$ cat src/logic/wit_pkg.sv
// Shared constants for the wake-up interval timer.
// Assumes an 8-bit special-function register port on the core side.
package wit_pkg;
    // ==========================================================
    // Register addresses
    localparam logic [7:0] WIT_ADDR_CTRL    = 8'hA1;
    localparam logic [7:0] WIT_ADDR_HTHSEC  = 8'hA2;
    localparam logic [7:0] WIT_ADDR_SEC     = 8'hA3;
    localparam logic [7:0] WIT_ADDR_MIN     = 8'hA4;
    localparam logic [7:0] WIT_ADDR_HOUR    = 8'hA5;
    localparam logic [7:0] WIT_ADDR_COMPARE = 8'hA6;
    // ==========================================================
    // Control register fields and reset values
    localparam int         WIT_BIT_TIME_CLOCK_ENABLE   = 0;
    localparam int         WIT_BIT_INTERVAL_COUNT_ENABLE   = 1;
    localparam int         WIT_BIT_FLAG   = 2;
    localparam int         WIT_BIT_STI    = 3;
    localparam int         WIT_BIT_TBLO   = 4;
    localparam int         WIT_BIT_TFH    = 6;
    localparam logic [7:0] WIT_CTRL_RESET = 8'h00;
    localparam logic [7:0] WIT_REG_RESET  = 8'h00;
    // ==========================================================
    // Counting limits
    localparam int         WIT_XTAL_HZ     = 32768;
    localparam int         WIT_TICK_HZ     = 128;
    localparam logic [7:0] WIT_PRESCALE_MAX = 8'((WIT_XTAL_HZ / WIT_TICK_HZ) - 1);
    localparam logic [7:0] WIT_HTH_MAX     = 8'h7F;
    localparam logic [7:0] WIT_SEC_MAX     = 8'h3B;
    localparam logic [7:0] WIT_HOUR24_MAX  = 8'h17;
    localparam logic [7:0] WIT_HOUR_MAX    = 8'hFF;
    localparam logic [15:0] WIT_WAKE_VECTOR = 16'h0053;
    // Stage indices of the time chain
    localparam int         WIT_STAGES     = 4;
    localparam int         WIT_STG_HOUR   = 3;
endpackage

$ cat src/logic/wit_time_if.sv
// Carrier between the timer control logic and its time-of-day chain.
// Assumes both ends run on the same core clock.
`timescale 1ns/10ps
interface wit_time_if;
    logic       xtick;          // One crystal edge
    logic       run;            // Time clock enable
    logic       twenty_four_hour_select;            // Twenty-four hour wrap
    logic [7:0] shadow [4];     // Last software-written time values
    logic [3:0] ld;             // Load one stage while running
    logic [7:0] ld_val;         // Value for that load
    logic [7:0] count  [4];     // Live time-of-day counts
    logic [3:0] ovf;            // 1/128 s tick and wraps of stages 0 to 2
    modport chain (input xtick, run, twenty_four_hour_select, shadow, ld, ld_val, output count, ovf);
    modport ctl   (output xtick, run, twenty_four_hour_select, shadow, ld, ld_val, input count, ovf);
endinterface

$ cat src/logic/wit_time_chain.sv
// Prescaler and hundred-twenty-eighths/seconds/minutes/hours chain.
// Assumes xtick is a one-cycle pulse per crystal edge.
`timescale 1ns/10ps
module wit_time_chain
    import wit_pkg::*;
(
    // Clock and reset
    input  wire logic  mclk_in,
    input  wire logic  rstn_in,
    // Control side
    wit_time_if.chain  tif
);
    logic [7:0] presc_reg;
    logic [4:0] carry;
    logic [7:0] limit [4];

    // ==========================================================
    // Crystal prescaler, 1/128 s tick
    assign carry[0] = tif.xtick && tif.run && (presc_reg == WIT_PRESCALE_MAX);
    always_ff @(posedge mclk_in or negedge rstn_in) begin
        if (!rstn_in) begin
            presc_reg <= WIT_REG_RESET;
        end else if (!tif.run) begin
            presc_reg <= WIT_REG_RESET;
        end else if (tif.xtick) begin
            presc_reg <= presc_reg + 8'h01;
        end
    end

    // Stage wrap values
    assign limit[0] = WIT_HTH_MAX;
    assign limit[1] = WIT_SEC_MAX;
    assign limit[2] = WIT_SEC_MAX;
    assign limit[3] = tif.twenty_four_hour_select ? WIT_HOUR24_MAX : WIT_HOUR_MAX;

    // ==========================================================
    // Counter stages
    genvar i;
    generate
        for (i = 0; i < WIT_STAGES; i++) begin : g_stage
            assign carry[i+1] = carry[i] && (tif.count[i] == limit[i]);
            always_ff @(posedge mclk_in or negedge rstn_in) begin
                if (!rstn_in) begin
                    tif.count[i] <= WIT_REG_RESET;
                end else if (!tif.run) begin
                    tif.count[i] <= tif.shadow[i];
                end else if (tif.ld[i]) begin
                    tif.count[i] <= tif.ld_val;
                end else if (carry[i]) begin
                    tif.count[i] <= (tif.count[i] == limit[i]) ? WIT_REG_RESET : tif.count[i] + 8'h01;
                end
            end
        end
    endgenerate

    // Overflows offered to the interval counter
    assign tif.ovf = carry[3:0];
endmodule

$ cat src/logic/wit_timer.sv
// Wake-up interval timer: control register, time registers, interval counter.
// Assumes a synchronous SFR port and a crystal level sampled on mclk_in.
`timescale 1ns/10ps
module wit_timer
    import wit_pkg::*;
(
    // Clock and reset
    input  wire logic        mclk_in,
    input  wire logic        rstn_in,
    // Crystal level
    input  wire logic        xtal_in,
    // SFR port
    input  wire logic [7:0]  sfr_addr_in,
    input  wire logic [7:0]  sfr_wdata_in,
    input  wire logic        sfr_wr_in,
    input  wire logic        sfr_rd_in,
    output logic      [7:0]  sfr_rdata_out,
    output logic             sfr_busy_out,
    // Core status
    input  wire logic        irq_enable_in,
    input  wire logic        power_down_in,
    // Interrupt and wake
    output logic             irq_out,
    output logic             wake_out,
    output logic      [15:0] wake_vector_out
);
    wit_time_if tif ();

    logic       xtal_prev_reg;
    logic       xtick;
    logic       pend_reg;
    logic [7:0] pend_addr_reg;
    logic [7:0] pend_data_reg;
    logic       apply;
    logic [7:0] ctrl_reg;
    logic [7:0] compare_reg;
    logic [7:0] icnt_reg;
    logic [7:0] shadow_reg [4];
    logic       step;
    logic       match;
    logic       flag_clr;
    logic [7:0] rd_mux;

    // ==========================================================
    // Crystal edge detect
    always_ff @(posedge mclk_in or negedge rstn_in) begin
        if (!rstn_in) begin
            xtal_prev_reg <= 1'b0;
        end else begin
            xtal_prev_reg <= xtal_in;
        end
    end
    assign xtick = xtal_in && !xtal_prev_reg;

    // ==========================================================
    // Write holding until the next crystal edge
    always_ff @(posedge mclk_in or negedge rstn_in) begin
        if (!rstn_in) begin
            pend_reg      <= 1'b0;
            pend_addr_reg <= WIT_REG_RESET;
            pend_data_reg <= WIT_REG_RESET;
        end else if (sfr_wr_in && !pend_reg) begin
            pend_reg      <= 1'b1;
            pend_addr_reg <= sfr_addr_in;
            pend_data_reg <= sfr_wdata_in;
        end else if (xtick) begin
            pend_reg      <= 1'b0;
        end
    end
    assign apply        = pend_reg && xtick;
    assign sfr_busy_out = pend_reg;

    // ==========================================================
    // Interval step and match
    assign step     = xtick && ctrl_reg[WIT_BIT_TIME_CLOCK_ENABLE] && ctrl_reg[WIT_BIT_INTERVAL_COUNT_ENABLE]
                      && tif.ovf[ctrl_reg[WIT_BIT_TBLO +: 2]];
    assign match    = step && ((icnt_reg + 8'h01) == compare_reg);
    assign flag_clr = apply && (pend_addr_reg == WIT_ADDR_CTRL) && !pend_data_reg[WIT_BIT_FLAG];

    // Interval counter
    always_ff @(posedge mclk_in or negedge rstn_in) begin
        if (!rstn_in) begin
            icnt_reg <= WIT_REG_RESET;
        end else if (!ctrl_reg[WIT_BIT_INTERVAL_COUNT_ENABLE] || match) begin
            icnt_reg <= WIT_REG_RESET;
        end else if (step) begin
            icnt_reg <= icnt_reg + 8'h01;
        end
    end

    // ==========================================================
    // Control register
    always_ff @(posedge mclk_in or negedge rstn_in) begin
        if (!rstn_in) begin
            ctrl_reg <= WIT_CTRL_RESET;
        end else begin
            if (apply && pend_addr_reg == WIT_ADDR_CTRL) begin
                ctrl_reg[6:3] <= pend_data_reg[6:3];
                ctrl_reg[1:0] <= pend_data_reg[1:0];
            end
            if (match && ctrl_reg[WIT_BIT_STI]) begin
                ctrl_reg[WIT_BIT_INTERVAL_COUNT_ENABLE] <= 1'b0;
            end
            if (match) begin
                ctrl_reg[WIT_BIT_FLAG] <= 1'b1;
            end else if (flag_clr) begin
                ctrl_reg[WIT_BIT_FLAG] <= 1'b0;
            end
        end
    end

    // Compare value
    always_ff @(posedge mclk_in or negedge rstn_in) begin
        if (!rstn_in) begin
            compare_reg <= WIT_REG_RESET;
        end else if (apply && pend_addr_reg == WIT_ADDR_COMPARE) begin
            compare_reg <= pend_data_reg;
        end
    end

    // ==========================================================
    // Time register shadows and loads
    genvar i;
    generate
        for (i = 0; i < WIT_STAGES; i++) begin : g_shadow
            always_ff @(posedge mclk_in or negedge rstn_in) begin
                if (!rstn_in) begin
                    shadow_reg[i] <= WIT_REG_RESET;
                end else if (apply && pend_addr_reg == WIT_ADDR_HTHSEC + 8'(i)) begin
                    shadow_reg[i] <= pend_data_reg;
                end
            end
            assign tif.shadow[i] = shadow_reg[i];
            assign tif.ld[i]     = apply && (pend_addr_reg == WIT_ADDR_HTHSEC + 8'(i));
        end
    endgenerate
    assign tif.xtick  = xtick;
    assign tif.run    = ctrl_reg[WIT_BIT_TIME_CLOCK_ENABLE];
    assign tif.twenty_four_hour_select    = ctrl_reg[WIT_BIT_TFH];
    assign tif.ld_val = pend_data_reg;

    wit_time_chain u_chain (
        .mclk_in (mclk_in),
        .rstn_in (rstn_in),
        .tif     (tif)
    );

    // ==========================================================
    // Read data
    always_comb begin
        unique case (sfr_addr_in)
            WIT_ADDR_CTRL:    rd_mux = {1'b0, ctrl_reg[6:0]};
            WIT_ADDR_HTHSEC:  rd_mux = tif.count[0];
            WIT_ADDR_SEC:     rd_mux = tif.count[1];
            WIT_ADDR_MIN:     rd_mux = tif.count[2];
            WIT_ADDR_HOUR:    rd_mux = tif.count[3];
            WIT_ADDR_COMPARE: rd_mux = compare_reg;
            default:          rd_mux = WIT_REG_RESET;
        endcase
    end
    always_ff @(posedge mclk_in or negedge rstn_in) begin
        if (!rstn_in) begin
            sfr_rdata_out <= WIT_REG_RESET;
        end else if (sfr_rd_in) begin
            sfr_rdata_out <= rd_mux;
        end
    end

    // ==========================================================
    // Interrupt request and wake
    always_ff @(posedge mclk_in or negedge rstn_in) begin
        if (!rstn_in) begin
            irq_out         <= 1'b0;
            wake_out        <= 1'b0;
            wake_vector_out <= 16'h0000;
        end else begin
            irq_out         <= ctrl_reg[WIT_BIT_FLAG] && irq_enable_in;
            wake_out        <= ctrl_reg[WIT_BIT_FLAG] && irq_enable_in && power_down_in;
            wake_vector_out <= WIT_WAKE_VECTOR;
        end
    end
endmodule

$ cat config.mk
export PLATFORM = sky130hd
export DESIGN_NAME = wit_timer
export DESIGN_NICKNAME = d
export VERILOG_FILES = /design/src/logic/wit_pkg.sv /design/src/logic/wit_time_if.sv /design/src/logic/wit_time_chain.sv /design/src/logic/wit_timer.sv
export SDC_FILE = /design/constraint.sdc
export NUM_CORES = 1
export LEC_CHECK = 0
export ABC_AREA = 0
export BUFFER_PORTS_ARGS = -buffer_cell sky130_fd_sc_hd__buf_2
export CORE_ASPECT_RATIO = 0.5
export CORE_MARGIN = 8
export CORE_UTILIZATION = 30
export DETAILED_ROUTE_END_ITERATION = 12
export GPL_ROUTABILITY_DRIVEN = 1
export PLACE_DENSITY_LB_ADDON = 0.05
export SYNTH_ARGS = -nofsm -noshare
export SYNTH_HDL_FRONTEND = slang
export SYNTH_SLANG_ARGS = --single-unit
export TNS_END_PERCENT = 50
$ cat constraint.sdc
create_clock -name mclk_in -period 3.4 [get_ports mclk_in]
set_input_delay 0 -clock mclk_in [delete_from_list [all_inputs] [get_ports mclk_in]]
set_output_delay 0 -clock mclk_in [all_outputs]
set_load 0.02 [all_outputs]
### Word-level counts from Yosys, hierarchy flattened

Index checks and enable logic that the tools add are counted.

* register bits after elaboration: 124
* latch bits: 0
* RAM bits: 0
* ROM bits: 0
* bits of input ports: 23
* word-level logic and storage cells: 112
* memories: 0

* add/subtract/negate cells: 6
* multiply operators: 0
* divide/modulo/power cells: 0
* magnitude comparators: 1
* equal/unequal tests: 23
* shifts and indexed selects: 0
* multiplexer cells: 30
* bitwise logic cells: 0
* reduce and logical (&&, ||, !) cells: 30

Operators by type and width (number)
* 2-to-1 mux 8 bit: 21
* == test 8 bit (second input constant): 13
* adder 8 x 1 -> 8 bit (second input constant): 6
* case mux 8 bit (6 select lines): 1
* logical AND 1 bit: 21
* == test 8 x 6 -> 1 bit (second input constant): 2
* == test 8 bit: 2
* != test 3 bit (second input constant): 4
* == test 8 x 7 -> 1 bit (second input constant): 1
* nonzero test 2 bit: 4
* 2-to-1 mux 1 bit: 6
* logical NOT 1 bit: 4
* < comparator 2 x 3 -> 1 bit (second input constant): 1
* binary-select mux 1 bit (select 2 bit): 1
* 2-to-1 mux 2 bit: 1
* != test 2 x 1 -> 1 bit (second input constant): 1
* logical OR 1 bit: 1

### Logic depth before layout (Yosys ltp)

* depth after elaboration: 13
* mapped depth: 10

### By module

A second synthesis with hierarchy kept.

* cells, all modules: 652
* area total of the unflattened synthesis: 6972.9 um^2

Modules (own cells, without submodules)
* wit_timer: instances 1, cells an instance 315, area an instance 4093.9 um^2
* wit_time_chain: instances 1, cells an instance 337, area an instance 2879.0 um^2

### Least setup slack after synthesis

No wires, ideal clock.

* path type: flip-flop to flip-flop
* from: register pend_addr_reg[3]
* to: register u_chain.tif.count[26]
* data arrival time: 2.349 ns
* data required time: 3.276 ns
* setup slack: 0.927 ns
* stages on the path, launching flop included: 11
* buffers on the path: 4
* clock period less this slack: 2.473 ns
* path through: dfrtp_1 > or4b_1 > or3_1 > buf_2 > or3_1 > buf_2 > and3_4 > buf_6 > buf_6 > a211oi_2 > a21oi_1

* longest elaborated chain between the ends: 4
* elaborated cells between the ends (all ways): 5

RTL lines
* start, declared: line wit_timer.sv:32 `logic [7:0] pend_addr_reg;`
* start signal, assigned: line wit_timer.sv:64 `pend_addr_reg <= sfr_addr_in;`
* == test 8 bit *: line wit_timer.sv:134 `assign tif.ld[i] = apply && (pend_addr_reg == WIT_ADDR_HTHSEC + 8'(i));`
* logical AND 1 bit *: line wit_timer.sv:134
* 2-to-1 mux 8 bit: line wit_time_chain.sv:47 `end else if (tif.ld[i]) begin`
* 2-to-1 mux 8 bit: line wit_time_chain.sv:45 `end else if (!tif.run) begin`
* end signal, assigned by index: line wit_time_chain.sv:46 `tif.count[i] <= tif.shadow[i];`
* end signal, assigned by index: line wit_time_chain.sv:48 `tif.count[i] <= tif.ld_val;`
* end signal, assigned by index: line wit_time_chain.sv:50 `tif.count[i] <= (tif.count[i] == limit[i]) ? WIT_REG_RESET : tif.count[i] + 8'h01;`
* end, declared: line wit_time_if.sv:13 `modport chain (input xtick, run, twenty_four_hour_select, shadow, ld, ld_val, output count, ovf);`

Mark *: on every way between the ends. The rest lies on a longest branch, timed or not.
A chain may end at the register's enable or synchronous reset.

### Worst setup path in the final report

* from: register pend_addr_reg[3]
* to: register u_chain.tif.count[27]

The elaborated chain is that of the path after synthesis.

==> reports/results.ini <==
[routing]
wl_per_cell_um = 19.1
drt_iter0_drc = 361
avgViaCountPerCell = 5.03
drtAntennaViolNets = 0
drc = 0
vias = 5512
drt_wl_total_mm = 20.9
dr.pass1.iters = 5

[sta]
grt_setup_unrepaired = no
min_period_over_period_pct = 83.5
hold_viol = 0
relSlewSlack_pct = 31.0
min_period_ns = 2.84
drv_slew = 0
max_freq_ghz = 0.352
worst_slew_pin_slew_ns = 1.03
fin_setup_tns_ns = 0
fin_hold_ws_ns = 0.0987
setup_viol = 0
final.setup_skew_ns = 0.00970

[clocking]
cts_tree = yes
clk_latency_ns = 0.43
cts_buffer_depth = 2
clkSinkCount = 124
path_clk_slew_ns = 0.06
cts_setup_buffers = 0
root_buffer = clkbuf_16
cts_buffers = 17
htreeDepth = 4

[yosys]
ys_warn_count = 0
synth_cells = 732
yosys.cell_types.count = 61
synth_area_per_cell_um2 = 9.29
ys.flop_type = dfrtp_1
ys_ff_latch = 124
async_flop_share_pct = 100
synth.cell_area_um2 = 6800
seq_area_frac_synth_pct = 45.6
synth_edf_count = 0

[critical_path]
slowest_delay_ns = 0.65
cp.required_ns = 3.77
cpMaxStageDelayCell = or3_1
cp_top_family = simple AND/OR/NAND/NOR gates
crit_type = reg -> reg
path_cells = or4b_1 -> or3_1 -> or3_1 -> and3_4 -> a311oi_1 -> a21o_1
cp_max_fo = 16
cp-start-kind = flop
crit_path_end_kind = flop
r2r-start = pend_addr_reg[3]$_DFFE_PN0P_
crit_start = pend_addr_reg[3]$_DFFE_PN0P_
path_buf_inv = 0
cpMostUsedCell = or3_1
cp.arrival_ns = 3.21

[pwr]
intPower_mw = 3.14
swShare_pct = 29.2
clock_power_share_pct = 43.5
p_comb_share_pct = 12.1
p_leak_nw = 3.63
p_seq_share_pct = 44.4
ir_worst_vdd_uv = 317
powerDensity_nw_per_um2 = 551
netSwitchingPower_mw = 1.30

[grt]
grt.total_usage_pct = 15.4
grt_pass1_wl_mm = 33.0
grt_pass1_vias = 5337
antenna_found_initial = 0
grt_max_degree = 91
gr-total-overflow = 0

[min_path]
hp-start = sfr_addr_in[0]
hold_path.class = in -> reg

[cells_and_area]
finalNetCount = 805
final_util_pct = 35.7
fillerInstances = 2364
final_common_cell = nand2_1
area_delta_synth_final_pct = 18.2
mostFrequentLayoutCells = nand2_1 (142), dfrtp_1 (123), nor2_1 (51)
diodes = 0
drive_above_1_share_pct = 16.8

[die]
io_pins = 50
die_height_um = 122
core_um2 = 22500
initial_core_util_pct = 30.2
die-area_um2 = 28000
chipWidth_um = 229
rows = 39

[placement]
port_buffers = 37
gp_congestion = 0.763
hpwlAfterDp_mm = 14.3

[job]
drv_cap = 0

[status]
status = finished clean

-- layout make-up --
| class | count | area (um^2) | area share [%] |
|---|---|---|---|
| Inverter | 10 | 37.5 | 0.467 |
| Multi-Input combinational cell | 554 | 3430 | 42.6 |
| Sequential cell | 124 | 3100 | 38.6 |
| Timing Repair Buffer | 69 | 479 | 5.96 |
| Clock inverter | 6 | 108 | 1.34 |
| Tap cell | 307 | 384 | 4.78 |
| Clock buffer | 25 | 505 | 6.28 |
-- worst reg2reg max path: stages (launching register included) --
cell and delay [ns]:
dfrtp_1 0.37, or4b_1 0.54, or3_1 0.46, or3_1 0.65
and3_4 0.40, a311oi_1 0.25, a21o_1 0.11
-- cell families (layout without fill, tap and decap cells) --
group | Yosys count | count (layout) | share of synthesized area [%]
muxes | 48 | 48 | 7.80
AOI/OAI and AO/OA | 144 | 144 | 15.0
xor gates and xnor gates | 33 | 33 | 4.25
adders and majority gates | 6 | 6 | 1.10
buffers and inverters | 65 | 110 | 4.71
DFF | 124 | 124 | 45.6
and+or+nand+nor | 310 | 310 | 21.4
other | 2 | 13 | 0.110
-- metal layers --
layer	global-route usage (%)	vias up	wire length [um]
met5	0	-	0
met1	23.6	2726	11500
met2	20.9	107	8230
met4	5.31	0	316
li1	-	2655	-
met3	3.28	24	854
-- cell usage after synthesis (4+ instances only) --
cell type	count	area share [%]
nand2_1	142	7.8
o21ai_0	32	2.4
nor2_1	51	2.8
and3_1	9	0.83
or4_1	4	0.44
xnor2_1	20	2.6
o211ai_1	13	1.4
a21o_1	5	0.55
buf_4	15	1.7
nand3_1	23	1.7
or2_2	6	0.55
a31oi_1	11	1.0
a22oi_1	14	1.5
clkbuf_1	31	1.7
dfrtp_1	124	46
mux2_2	40	6.6
inv_1	10	0.55
buf_2	4	0.29
or3_1	8	0.74
nand3b_1	5	0.55
ha_1	6	1.1
nor2b_1	14	1.3
xor2_1	13	1.7
nor3_1	12	0.88
nand4_1	8	0.74
o311a_1	4	0.59
a21oi_1	12	0.88
and2_1	9	0.83
mux2i_1	8	1.2
nand2b_1	7	0.64
a22o_1	19	2.4
a21boi_0	6	0.66
-- what timing repair did --
item,CTS,global route
endpoints found under the hold margin,113,0
setup endpoints to repair,0,3
gates resized for setup,0,1
hold buffers,19,0
-- final timing paths --
check | cells after the start | slack [ns] | endpoint
hold / removal | 2 | 0.1 | pend_addr_reg[0]$_DFFE_PN0P_
hold reg to reg | 2 | 0.47 | shadow_reg[2]$_DFFE_PN0P_
min in group asynchronous | 2 | 0.22 | xtal_prev_reg$_DFF_PN0_
max in group asynchronous | 3 | 2.31 | shadow_reg[9]$_DFFE_PN0P_
setup / recovery | 6 | 0.56 | u_chain.tif.count[27]$_DFFE_PN0P_
setup reg to reg | 6 | 0.56 | u_chain.tif.count[27]$_DFFE_PN0P_
-- power by group through the flow --
stage / combinational [mW] / sequential, mW / clock, mW
final: 0.535 / 1.97 / 1.93
after global routing: 0.605 / 2.00 / 2.05
after CTS: 0.542 / 1.97 / 1.99
after detailed placement: 0.524 / 2.00 / 0
after global placement: 0.520 / 2.00 / 0
after floorplan: 0.418 / 1.81 / 0
-- per-stage QoR --
step / worst slack (ns) / total power, mW / std cells / cell area (um^2)
after CTS: 0.221 / 4.50 / 1095 / 8040
final: 0.562 / 4.43 / 1095 / 8040
after detailed placement: 0.232 / 2.52 / 1045 / 7240
after global placement: 0.466 / 2.52 / 1045 / 7240
after floorplan: 0.927 / 2.23 / 743 / 6840
after global routing: 0.242 / 4.66 / 1095 / 8040
Note: power is estimated with default switching activity, not from simulation.
